`config.mk`:
```
export PLATFORM = sky130hd
export DESIGN_NAME = ocd_decoder
export DESIGN_NICKNAME = d
export VERILOG_FILES = /design/src/ocd_primary_map.v /design/src/ocd_ext_map.v /design/src/ocd_decoder.v
export VERILOG_INCLUDE_DIRS = /design/src
export SDC_FILE = /design/constraint.sdc
export NUM_CORES = 1
export LEC_CHECK = 0
export BUFFER_PORTS_ARGS = -buffer_cell sky130_fd_sc_hd__buf_4
export CORE_ASPECT_RATIO = 1.1
export CORE_MARGIN = 2
export CORE_UTILIZATION = 41
export DETAILED_ROUTE_END_ITERATION = 7
export PLACE_DENSITY = 0.7
export SYNTH_ARGS = -nofsm -noshare
export SYNTH_HDL_FRONTEND = slang
export SYNTH_SLANG_ARGS = --single-unit
```
`constraint.sdc`:
```
create_clock -name MCLK -period 3.65 [get_ports MCLK]
set_clock_uncertainty 0.1 [all_clocks]
set_input_delay 0.365 -clock MCLK [delete_from_list [all_inputs] [get_ports MCLK]]
set_output_delay 0.365 -clock MCLK [all_outputs]
set_load 0.01 [all_outputs]
```
`src/ocd_defs.vh`:
```
// constants shared by the instruction decoder files
// assumes inclusion by bare name from each design file
`ifndef OCD_DEFS_VH
`define OCD_DEFS_VH

// prefix and escape bytes
`define OCD_PFX_REPEAT_WHILE_UNEQUAL_PREFIX    8'hf2
`define OCD_PFX_REPEAT_WHILE_EQUAL_PREFIX     8'hf3
`define OCD_ESC_0F       8'h0f

// repeat prefix codes held with a decoded instruction
`define OCD_REP_NONE     2'h0
`define OCD_REP_UNEQ     2'h1
`define OCD_REP_EQ       2'h2

// highest condition code handled here
`define OCD_COND_MAX     4'h6

// decoded instruction classes
`define OCD_C_INVALID    5'h00
`define OCD_C_XOR_RM     5'h01
`define OCD_C_XOR_IMM    5'h02
`define OCD_C_XOR_ACC    5'h03
`define OCD_C_NOT        5'h04
`define OCD_C_STRING_COMPARE_OP       5'h05
`define OCD_C_STRING_LOAD_OP       5'h06
`define OCD_C_STRING_MOVE_OP       5'h07
`define OCD_C_INS        5'h08
`define OCD_C_PORT_STRING_OUTPUT_OP       5'h09
`define OCD_C_STRING_SCAN_OP       5'h0a
`define OCD_C_BSF        5'h0b
`define OCD_C_BSR        5'h0c
`define OCD_C_BT         5'h0d
`define OCD_C_BTC        5'h0e
`define OCD_C_BTR        5'h0f
`define OCD_C_BTS        5'h10
`define OCD_C_CALL_NEAR  5'h11
`define OCD_C_CALL_IND   5'h12
`define OCD_C_CALL_FIND  5'h13
`define OCD_C_JMP_SHORT  5'h14
`define OCD_C_JMP_NEAR   5'h15
`define OCD_C_JMP_FAR    5'h16
`define OCD_C_JMP_IND    5'h17
`define OCD_C_JMP_FIND   5'h18
`define OCD_C_RET_NEAR   5'h19
`define OCD_C_RET_FAR    5'h1a
`define OCD_C_JCC        5'h1b

// immediate kinds
`define OCD_K_NONE       3'h0
`define OCD_K_B1         3'h1
`define OCD_K_D8         3'h2
`define OCD_K_W16        3'h3
`define OCD_K_FULL       3'h4
`define OCD_K_WSIZE      3'h5
`define OCD_K_SW         3'h6
`define OCD_K_FAR        3'h7

// groups resolved by the mode byte middle field
`define OCD_G_NONE       3'h0
`define OCD_G_ARITH      3'h1
`define OCD_G_UNARY      3'h2
`define OCD_G_INDIR      3'h3
`define OCD_G_BITI       3'h4

// middle field values
`define OCD_R_010        3'h2
`define OCD_R_011        3'h3
`define OCD_R_100        3'h4
`define OCD_R_101        3'h5
`define OCD_R_110        3'h6
`define OCD_R_111        3'h7

// operand widths and byte counts
`define OCD_W_BYTE       2'h0
`define OCD_W_WORD       2'h1
`define OCD_W_DWORD      2'h2
`define OCD_N_0          3'h0
`define OCD_N_1          3'h1
`define OCD_N_2          3'h2
`define OCD_N_4          3'h4
`define OCD_N_6          3'h6
`define OCD_LANES        6

`endif

```
`src/ocd_primary_map.v`:
```
// one-byte opcode classifier, purely combinational
// assumes the caller strips prefixes and the 0f escape first
`include "ocd_defs.vh"

module ocd_primary_map (
    input  wire [7:0] opc,
    output reg  [4:0] cls,
    output reg        has_modrm,
    output reg  [2:0] kind,
    output reg  [2:0] grp,
    output reg        has_w
);

    // opcode table, unknown bytes fall to invalid
    always @*
    begin
        cls       = `OCD_C_INVALID;
        has_modrm = 1'b0;
        kind      = `OCD_K_NONE;
        grp       = `OCD_G_NONE;
        has_w     = 1'b0;
        casez (opc)
            8'b001100??:
            begin
                cls = `OCD_C_XOR_RM; has_modrm = 1'b1; has_w = 1'b1;
            end
            8'b0011010?:
            begin
                cls = `OCD_C_XOR_ACC; kind = `OCD_K_WSIZE; has_w = 1'b1;
            end
            8'b100000??:
            begin
                cls = `OCD_C_XOR_IMM; grp = `OCD_G_ARITH;
                has_modrm = 1'b1; kind = `OCD_K_SW; has_w = 1'b1;
            end
            8'b1111011?:
            begin
                cls = `OCD_C_NOT; grp = `OCD_G_UNARY;
                has_modrm = 1'b1; has_w = 1'b1;
            end
            8'b1010011?: begin cls = `OCD_C_STRING_COMPARE_OP; has_w = 1'b1; end
            8'b1010110?: begin cls = `OCD_C_STRING_LOAD_OP; has_w = 1'b1; end
            8'b1010010?: begin cls = `OCD_C_STRING_MOVE_OP; has_w = 1'b1; end
            8'b0110110?: begin cls = `OCD_C_INS;  has_w = 1'b1; end
            8'b0110111?: begin cls = `OCD_C_PORT_STRING_OUTPUT_OP; has_w = 1'b1; end
            8'b1010111?: begin cls = `OCD_C_STRING_SCAN_OP; has_w = 1'b1; end
            8'he8: begin cls = `OCD_C_CALL_NEAR; kind = `OCD_K_FULL; end
            8'hff:
            begin
                cls = `OCD_C_CALL_IND; grp = `OCD_G_INDIR;
                has_modrm = 1'b1;
            end
            8'heb: begin cls = `OCD_C_JMP_SHORT; kind = `OCD_K_D8; end
            8'he9: begin cls = `OCD_C_JMP_NEAR; kind = `OCD_K_FULL; end
            8'hea: begin cls = `OCD_C_JMP_FAR; kind = `OCD_K_FAR; end
            8'hc3: cls = `OCD_C_RET_NEAR;
            8'hcb: cls = `OCD_C_RET_FAR;
            8'hc2: begin cls = `OCD_C_RET_NEAR; kind = `OCD_K_W16; end
            8'hca: begin cls = `OCD_C_RET_FAR; kind = `OCD_K_W16; end
            8'b0111????:
                if (opc[3:0] <= `OCD_COND_MAX)
                begin
                    cls = `OCD_C_JCC; kind = `OCD_K_D8;
                end
            default: cls = `OCD_C_INVALID;
        endcase
    end

endmodule // ocd_primary_map

```
`src/ocd_ext_map.v`:
```
// classifier for the byte after the 0f escape, combinational
// assumes the caller has already consumed the escape byte
`include "ocd_defs.vh"

module ocd_ext_map (
    input  wire [7:0] opc,
    output reg  [4:0] cls,
    output reg        has_modrm,
    output reg  [2:0] kind,
    output reg  [2:0] grp
);

    // two-byte opcode table
    always @*
    begin
        cls       = `OCD_C_INVALID;
        has_modrm = 1'b1;
        kind      = `OCD_K_NONE;
        grp       = `OCD_G_NONE;
        casez (opc)
            8'hbc: cls = `OCD_C_BSF;
            8'hbd: cls = `OCD_C_BSR;
            8'ha3: cls = `OCD_C_BT;
            8'hbb: cls = `OCD_C_BTC;
            8'hb3: cls = `OCD_C_BTR;
            8'hab: cls = `OCD_C_BTS;
            8'hba:
            begin
                cls = `OCD_C_BT; grp = `OCD_G_BITI; kind = `OCD_K_B1;
            end
            8'b1000????:
            begin
                has_modrm = 1'b0;
                if (opc[3:0] <= `OCD_COND_MAX)
                begin
                    cls = `OCD_C_JCC; kind = `OCD_K_FULL;
                end
            end
            default:
            begin
                cls = `OCD_C_INVALID;
                has_modrm = 1'b0;
            end
        endcase
    end

endmodule // ocd_ext_map

```
`src/ocd_decoder.v`:
```
// instruction decoder for the logic, string, bit and branch subset
// assumes a byte stream with valid/ready from fetch, and an
// execution stage that accepts one decoded instruction at a time
`include "ocd_defs.vh"

// Overview of operation
// - xor reg/mem forms with mode byte
// - immediate xor when middle field is 110
// - accumulator xor, immediate follows opcode directly
// - invert when mode middle field is 010
// - compare, load, move strings, single byte
// - port string input and output, single byte
// - repeat prefix counts in 16/32-bit count register
// - repeated compare stops per prefix polarity
// - repeated scan stops per prefix polarity
// - bit scan forward/reverse, two-byte opcode, mode byte
// - bit test, immediate and register forms
// - bit test-complement, immediate and register forms
// - bit test-reset, immediate and register forms
// - bit test-set, immediate and register forms
// - direct and indirect calls
// - short, far and indirect unconditional jumps
// - returns, optional stack adjust immediate
// - conditional jumps short and long forms
// - condition codes zero to three
// - condition codes four and five
// - condition code six, below or equal
module ocd_decoder (
    input  wire        MCLK,
    input  wire        RST_B,
    input  wire        IN_VALID,
    input  wire [7:0]  IN_BYTE,
    output wire        IN_READY,
    input  wire        OPER32,
    input  wire        ADDR32,
    input  wire        EX_READY,
    output wire        OP_VALID,
    output wire        OP_INVALID,
    output wire [4:0]  OP_CLASS,
    output wire [1:0]  OP_WIDTH,
    output wire        OP_DIR,
    output wire [3:0]  OP_COND,
    output wire        OP_HAS_MODRM,
    output wire [7:0]  OP_MODRM,
    output wire [47:0] OP_IMM,
    output wire [1:0]  OP_REP,
    output wire        OP_COUNT32,
    output wire        OP_STOP_EQ,
    output wire        OP_STOP_NE,
    output wire        OP_SP_ADJ
);

    localparam [4:0] ST_OPC   = 5'h01;
    localparam [4:0] ST_OPC2  = 5'h02;
    localparam [4:0] ST_MODRM = 5'h04;
    localparam [4:0] ST_IMM   = 5'h08;
    localparam [4:0] ST_DONE  = 5'h10;

    reg  [4:0] state_r;
    reg  [4:0] class_r;
    reg        inv_r;
    reg        hasm_r;
    reg  [2:0] kind_r;
    reg  [2:0] grp_r;
    reg        hasw_r;
    reg        w_r;
    reg        s_r;
    reg        dir_r;
    reg  [3:0] cond_r;
    reg  [7:0] modrm_r;
    reg  [1:0] rep_r;
    reg        op32_r;
    reg        ad32_r;
    reg        sext_r;
    reg  [2:0] cnt_r;
    reg  [2:0] idx_r;

    wire [4:0] p_cls;
    wire       p_hasm;
    wire [2:0] p_kind;
    wire [2:0] p_grp;
    wire       p_hasw;
    wire [4:0] e_cls;
    wire       e_hasm;
    wire [2:0] e_kind;
    wire [2:0] e_grp;

    wire       take = IN_VALID & IN_READY;
    wire       in_ext = (state_r == ST_OPC2);

    // selected table entry for the byte being taken
    wire [4:0] sel_cls  = in_ext ? e_cls  : p_cls;
    wire       sel_hasm = in_ext ? e_hasm : p_hasm;
    wire [2:0] sel_kind = in_ext ? e_kind : p_kind;
    wire [2:0] sel_grp  = in_ext ? e_grp  : p_grp;
    wire       sel_hasw = in_ext ? 1'b0   : p_hasw;

    ocd_primary_map u_pri (
        .opc       (IN_BYTE),
        .cls       (p_cls),
        .has_modrm (p_hasm),
        .kind      (p_kind),
        .grp       (p_grp),
        .has_w     (p_hasw)
    );

    ocd_ext_map u_ext (
        .opc       (IN_BYTE),
        .cls       (e_cls),
        .has_modrm (e_hasm),
        .kind      (e_kind),
        .grp       (e_grp)
    );

    // immediate byte count for a kind and size
    function [2:0] imm_len;
        input [2:0] k;
        input       w;
        input       s;
        input       o32;
        begin
            case (k)
                `OCD_K_B1:    imm_len = `OCD_N_1;
                `OCD_K_D8:    imm_len = `OCD_N_1;
                `OCD_K_W16:   imm_len = `OCD_N_2;
                `OCD_K_FULL:  imm_len = o32 ? `OCD_N_4 : `OCD_N_2;
                `OCD_K_WSIZE: imm_len = !w ? `OCD_N_1 :
                                        (o32 ? `OCD_N_4 : `OCD_N_2);
                `OCD_K_SW:    imm_len = (s | !w) ? `OCD_N_1 :
                                        (o32 ? `OCD_N_4 : `OCD_N_2);
                `OCD_K_FAR:   imm_len = o32 ? `OCD_N_6 : `OCD_N_4;
                default:      imm_len = `OCD_N_0;
            endcase
        end
    endfunction

    // one signed byte widened across all six immediate lanes
    function sext_of;
        input [2:0] k;
        input       w;
        input       s;
        begin
            sext_of = (k == `OCD_K_D8) ||
                      ((k == `OCD_K_SW) && s && w);
        end
    endfunction

    // class picked by the mode byte middle field
    function [4:0] grp_cls;
        input [2:0] g;
        input [2:0] r;
        input [4:0] base;
        begin
            grp_cls = `OCD_C_INVALID;
            case (g)
                `OCD_G_NONE:  grp_cls = base;
                `OCD_G_ARITH:
                    if (r == `OCD_R_110)
                        grp_cls = `OCD_C_XOR_IMM;
                `OCD_G_UNARY:
                    if (r == `OCD_R_010)
                        grp_cls = `OCD_C_NOT;
                `OCD_G_INDIR:
                    case (r)
                        `OCD_R_010: grp_cls = `OCD_C_CALL_IND;
                        `OCD_R_011: grp_cls = `OCD_C_CALL_FIND;
                        `OCD_R_100: grp_cls = `OCD_C_JMP_IND;
                        `OCD_R_101: grp_cls = `OCD_C_JMP_FIND;
                        default:    grp_cls = `OCD_C_INVALID;
                    endcase
                `OCD_G_BITI:
                    case (r)
                        `OCD_R_100: grp_cls = `OCD_C_BT;
                        `OCD_R_111: grp_cls = `OCD_C_BTC;
                        `OCD_R_110: grp_cls = `OCD_C_BTR;
                        `OCD_R_101: grp_cls = `OCD_C_BTS;
                        default:    grp_cls = `OCD_C_INVALID;
                    endcase
                default: grp_cls = `OCD_C_INVALID;
            endcase
        end
    endfunction

    // string classes keep a repeat prefix, others drop it
    function is_string;
        input [4:0] c;
        begin
            is_string = (c == `OCD_C_STRING_COMPARE_OP) || (c == `OCD_C_STRING_LOAD_OP) ||
                        (c == `OCD_C_STRING_MOVE_OP) || (c == `OCD_C_INS)  ||
                        (c == `OCD_C_PORT_STRING_OUTPUT_OP) || (c == `OCD_C_STRING_SCAN_OP);
        end
    endfunction

    wire [4:0] m_cls = grp_cls(grp_r, IN_BYTE[5:3], class_r);
    wire [2:0] m_len = imm_len(kind_r, w_r, s_r, op32_r);
    wire [2:0] o_len = imm_len(sel_kind, IN_BYTE[0], IN_BYTE[1],
                               OPER32);

    // decode sequencer: prefixes, opcode, mode byte, immediate
    always @(posedge MCLK or negedge RST_B)
    begin
        if (!RST_B)
        begin
            state_r <= ST_OPC;
            class_r <= `OCD_C_INVALID;
            inv_r   <= 1'b0;
            hasm_r  <= 1'b0;
            kind_r  <= `OCD_K_NONE;
            grp_r   <= `OCD_G_NONE;
            hasw_r  <= 1'b0;
            w_r     <= 1'b0;
            s_r     <= 1'b0;
            dir_r   <= 1'b0;
            cond_r  <= 4'h0;
            modrm_r <= 8'h00;
            rep_r   <= `OCD_REP_NONE;
            op32_r  <= 1'b0;
            ad32_r  <= 1'b0;
            sext_r  <= 1'b0;
            cnt_r   <= `OCD_N_0;
            idx_r   <= `OCD_N_0;
        end
        else
        begin
            case (state_r)
                ST_OPC, ST_OPC2:
                    if (take)
                    begin
                        if (!in_ext && IN_BYTE == `OCD_PFX_REPEAT_WHILE_UNEQUAL_PREFIX)
                            rep_r <= `OCD_REP_UNEQ;
                        else if (!in_ext && IN_BYTE == `OCD_PFX_REPEAT_WHILE_EQUAL_PREFIX)
                            rep_r <= `OCD_REP_EQ;
                        else if (!in_ext && IN_BYTE == `OCD_ESC_0F)
                            state_r <= ST_OPC2;
                        else
                        begin
                            class_r <= sel_cls;
                            hasm_r  <= sel_hasm;
                            kind_r  <= sel_kind;
                            grp_r   <= sel_grp;
                            hasw_r  <= sel_hasw;
                            w_r     <= IN_BYTE[0];
                            s_r     <= IN_BYTE[1];
                            dir_r   <= (sel_cls == `OCD_C_XOR_RM) &
                                       IN_BYTE[1];
                            cond_r  <= IN_BYTE[3:0];
                            op32_r  <= OPER32;
                            ad32_r  <= ADDR32;
                            sext_r  <= sext_of(sel_kind, IN_BYTE[0],
                                               IN_BYTE[1]);
                            idx_r   <= `OCD_N_0;
                            if (!is_string(sel_cls))
                                rep_r <= `OCD_REP_NONE;
                            if (sel_cls == `OCD_C_INVALID)
                            begin
                                inv_r   <= 1'b1;
                                state_r <= ST_DONE;
                            end
                            else if (sel_hasm)
                                state_r <= ST_MODRM;
                            else if (o_len == `OCD_N_0)
                                state_r <= ST_DONE;
                            else
                            begin
                                cnt_r   <= o_len;
                                state_r <= ST_IMM;
                            end
                        end
                    end
                ST_MODRM:
                    if (take)
                    begin
                        modrm_r <= IN_BYTE;
                        class_r <= m_cls;
                        // a bad middle field ends the instruction here,
                        // so no immediate bytes are swallowed
                        if (m_cls == `OCD_C_INVALID)
                        begin
                            inv_r   <= 1'b1;
                            state_r <= ST_DONE;
                        end
                        else if (m_len == `OCD_N_0)
                            state_r <= ST_DONE;
                        else
                        begin
                            cnt_r   <= m_len;
                            state_r <= ST_IMM;
                        end
                    end
                ST_IMM:
                    if (take)
                    begin
                        idx_r <= idx_r + `OCD_N_1;
                        cnt_r <= cnt_r - `OCD_N_1;
                        if (cnt_r == `OCD_N_1)
                            state_r <= ST_DONE;
                    end
                ST_DONE:
                    if (EX_READY)
                    begin
                        state_r <= ST_OPC;
                        inv_r   <= 1'b0;
                        rep_r   <= `OCD_REP_NONE;
                        modrm_r <= 8'h00;
                    end
                default: state_r <= ST_OPC;
            endcase
        end
    end

    // immediate lanes, little endian; a signed single byte
    // also fills every lane above it with its sign
    genvar gi;
    generate
        for (gi = 0; gi < `OCD_LANES; gi = gi + 1)
        begin : g_lane
            reg [7:0] lane_r;
            always @(posedge MCLK or negedge RST_B)
            begin
                if (!RST_B)
                    lane_r <= 8'h00;
                else if (state_r == ST_DONE && EX_READY)
                    lane_r <= 8'h00;
                else if (state_r == ST_IMM && take)
                begin
                    if (idx_r == gi)
                        lane_r <= IN_BYTE;
                    else if (sext_r && idx_r < gi)
                        lane_r <= {8{IN_BYTE[7]}};
                end
            end
            assign OP_IMM[8*gi +: 8] = lane_r;
        end
    endgenerate

    // no bytes are taken while a result waits for execution
    assign IN_READY     = (state_r != ST_DONE);
    assign OP_VALID     = (state_r == ST_DONE);
    assign OP_INVALID   = inv_r;
    assign OP_CLASS     = class_r;
    assign OP_DIR       = dir_r;
    assign OP_COND      = cond_r;
    assign OP_HAS_MODRM = hasm_r;
    assign OP_MODRM     = modrm_r;
    assign OP_REP       = rep_r;
    assign OP_COUNT32   = ad32_r;

    // width: byte when a w-bit opcode has its low bit clear, else operand size
    assign OP_WIDTH = (hasw_r && !w_r) ? `OCD_W_BYTE :
                      (op32_r ? `OCD_W_DWORD : `OCD_W_WORD);

    // repeated compare or scan stop polarity
    wire cmp_like = (class_r == `OCD_C_STRING_COMPARE_OP) ||
                    (class_r == `OCD_C_STRING_SCAN_OP);
    assign OP_STOP_EQ = cmp_like && (rep_r == `OCD_REP_UNEQ);
    assign OP_STOP_NE = cmp_like && (rep_r == `OCD_REP_EQ);

    // return with immediate: add it to the stack pointer after pop
    assign OP_SP_ADJ = ((class_r == `OCD_C_RET_NEAR) ||
                        (class_r == `OCD_C_RET_FAR)) &&
                       (kind_r == `OCD_K_W16);

    // condition codes above six stay out of this decoder

endmodule // ocd_decoder

```
==> impl_metrics.csv <==
group,metric,value,unit
pwr,ir_drop,384,µV
clock_network,clkSlewWorstSetupHoldPaths,0.06,ns
critical_path,worst_setup_path_end_kind,"flop",
job,drv_cap,0,
critical_path,path_class,"reg2reg",
critical_path,cp_top_family,"simple AND/OR/NAND/NOR gates",
timing,setup_ws,0.654,ns
synthesis,yosys.area.top_type_share,0.384,
pwr,power.density_cell_area,672,nW/µm²
final_layout,layout_stage_area_growth_over_the_synthesis_result,16.8,%
synthesis,cells_taking_the_most_area_after_synthesis,"sky130_fd_sc_hd__dfrtp_1 (38%), sky130_fd_sc_hd__mux2_2 (9.0%), sky130_fd_sc_hd__a21oi_1 (5.1%)",
clock_network,clock_tree_from_tritoncts,"built",
timing,layout_min_cycle_time,3.00,ns
floorplan,die_area,15300,µm²
route,avgRoutedWirePerCell,18.8,µm
clock_network,post_cts_resized,0,
timing,worst_pin_slew,0.870,ns
timing,finalSetupViolations,0,
floorplan,die_w,118,µm
synthesis,proportion_of_synthesized_flip_flops_having_asynchronous_set_or_reset,1.00,
synthesis,netlist-cell-type-count,93,
final_layout,num-nets-final,707,
global_route,grt_start_max_net_pins,67,
floorplan,starting_density,0.422,
synthesis,summed_instance_area_of_the_synthesized_netlist,5860,µm²
run_status,run_status,"finished, final reports clean",
global_route,antenna_found_initial,0,
critical_path,worstPathCellList,"nor2_4 > nand3_2 > nand4_1 > o21ai_1 > a221o_2 > or2_1 > or3_1 > o21ai_1",
timing,setup_tns,0,ns
clock_network,cts.sinks,91,
global_route,grt_pass1_wl,26600,µm
synthesis,synth_sequential_area_ratio,0.389,
final_layout,most-common-layout-cells,"sky130_fd_sc_hd__buf_4 (96), sky130_fd_sc_hd__dfrtp_1 (90), sky130_fd_sc_hd__nand2_1 (80), sky130_fd_sc_hd__a21oi_1 (60), sky130_fd_sc_hd__mux2_2 (47)",
synthesis,ys.flop_type,"sky130_fd_sc_hd__dfrtp_1",
route,viasPerCell,5.78,
pwr,leakage,2.90,nW
final_layout,antenna-diode-count,0,
clock_network,htree_levels,3,
timing,relSlewSlack,0.413,
critical_path,critPathSlowestCell,"sky130_fd_sc_hd__or2_1",
final_layout,mostFrequentLayoutCell,"sky130_fd_sc_hd__buf_4",
clock_network,ctsRootBufferMaster,"sky130_fd_sc_hd__clkbuf_16",
synthesis,syn-num-nets,644,
critical_path,start_kind,"flop",
placed_design,dpl_worst_slack,0.680,ns
critical_path,reg2reg_depth,8,
hold_path,holdCritPathClass,"in2async",
final_layout,drive_gt1_frac,0.290,
critical_path,timing.critical_path.depth,8,
synthesis,syn_area_per_cell,9.41,µm²
clock_network,ctsHoldBuffers,0,
critical_path,cp_common_cell,"sky130_fd_sc_hd__o21ai_1",
synthesis,synth_warnings,0,
placed_design,io_port_bufs,91,
synthesis,number_of_synthesized_flops_with_an_enable_pin,0,
placed_design,detailedPlacementHpwl,11700,µm
route,routed-via-count,5079,
synthesis,synth.largest_area_cell,"sky130_fd_sc_hd__dfrtp_1",
clock_network,ctsLongestPathBuffers,2,
global_route,grt_overflow,0,
clock_network,cts_buffers,9,
floorplan,site_rows,45,
route,post_route_ant_nets,0,
global_route,first_global_vias,4973,
critical_path,worst_ep_required_time,3.82,ns
clock_network,cts.repair_timing.setup_buffer_count,0,
route,drc,0,
critical_path,crit_arrival,3.17,ns
clock_network,clock_latency,0.36,ns
global_route,grt_usage,0.221,
floorplan,ioPinCount,92,
critical_path,worst_path_maximum_fanout,21,
synthesis,synth.ff_latch_count,91,
floorplan,placeable_area,13900,µm²
route,drt-initial-drc-count,243,
placed_design,finalWeightedCongestion,1.04,
route,drt-total-wl,16600,µm
critical_path,critical_path_buf_inv_count,0,
timing,final_min_period_over_clock_period,0.821,
timing,timing_hold_violations_final,0,
floorplan,die_height,129,µm
timing,finalMaxSlewViolations,0,
route,detailedRoute.firstPassIterationCount,7,
timing,rsz0062_at_grt,"false",
critical_path,worst_path_largest_cell_delay,0.51,ns
timing,maxClockFrequency,0.334,GHz
synthesis,synthCells,623,
[flip-flops by register name, indices dropped and copies added, names as in the netlist, 2 cells and up]
register / count
OP_MODRM: 8
OP_COND: 4
g_lane.lane_r: 48
cnt_r: 3
state_r: 5
OP_REP: 2
OP_CLASS: 5
kind_r: 3
grp_r: 3
idx_r: 3
[through the flow]
| stage | util | total power [W] | area (µm²) | hold slack (ns) | std cells |
|---|---|---|---|---|---|
| 4_1_cts | 0.492 | 0.00464 | 6840 | 0.0664 | 878 |
| 2_1_floorplan | - | 0.00288 | 5860 | -0.0306 | 623 |
| 6_report | 0.492 | 0.00460 | 6840 | 0.0293 | 878 |
| 5_1_grt | 0.492 | 0.00490 | 6840 | 0.102 | 878 |
| 3_5_place_dp | 0.473 | 0.00377 | 6580 | 0.381 | 863 |
| 3_3_place_gp | 0.473 | 0.00373 | 6580 | 0.377 | 863 |
[final timing paths]
kind / from / to / slack, ns
setup / recovery: state_r[3] / grp_r[2] / 0.65
hold / removal: RST_B / g_lane[0].lane_r[4] / 0.03
setup reg to reg: state_r[3] / grp_r[2] / 0.65
hold reg to reg: OP_MODRM[5] / OP_MODRM[5] / 0.39
max in group asynchronous: RST_B / g_lane[0].lane_r[0] / 2.55
min in group MCLK: ADDR32 / OP_COUNT32 / 0.15
[routing by layer]
layer  up-vias  global-route usage  wire (µm)
met5         -                   0          0
met4         0              0.0836        414
met3        32              0.0453        858
met2       182               0.381       8040
met1      2460               0.276       7240
li1       2405                   -          -
[logic make-up after synthesis]
| kind of cell | count (synthesis) | synth area share |
|---|---|---|
| XOR/XNOR | 6 | 0.00896 |
| buffers and inverters | 58 | 0.0493 |
| multiplexers | 63 | 0.119 |
| AO/OA/AOI/OAI | 169 | 0.200 |
| adder cells (fa/ha/maj) | 7 | 0.0149 |
| flip-flops | 91 | 0.389 |
| AND/OR/NAND/NOR | 229 | 0.219 |
[area by class of cell]
cell class	count	area (µm²)
clock buffer	11	233
clock inverter	4	27.5
fill	1327	7060
inverter	14	55.1
multi-input combinational	474	3290
sequential	91	2280
tap	188	235
timing repair buffer	96	721
[report_power, final]
group          switching, W  internal (W)  total [W]
Clock              0.000392      0.000459   0.000852
Combinational       0.00104      0.000984    0.00203
Sequential         0.000312       0.00141    0.00172
Total               0.00175       0.00285    0.00460
[Yosys cell counts, types with 10 or more instances]
master / number
sky130_fd_sc_hd__inv_1: 12
sky130_fd_sc_hd__buf_2: 13
sky130_fd_sc_hd__nor2_1: 32
sky130_fd_sc_hd__a21oi_1: 60
sky130_fd_sc_hd__dfrtp_1: 90
sky130_fd_sc_hd__clkbuf_1: 16
sky130_fd_sc_hd__mux2_2: 47
sky130_fd_sc_hd__mux2i_1: 13
sky130_fd_sc_hd__nor2b_1: 10
sky130_fd_sc_hd__o21ai_0: 35
sky130_fd_sc_hd__nand2_1: 80
sky130_fd_sc_hd__nor3_1: 11
sky130_fd_sc_hd__nand3_1: 21
Note: power is estimated with default switching activity, not from simulation.
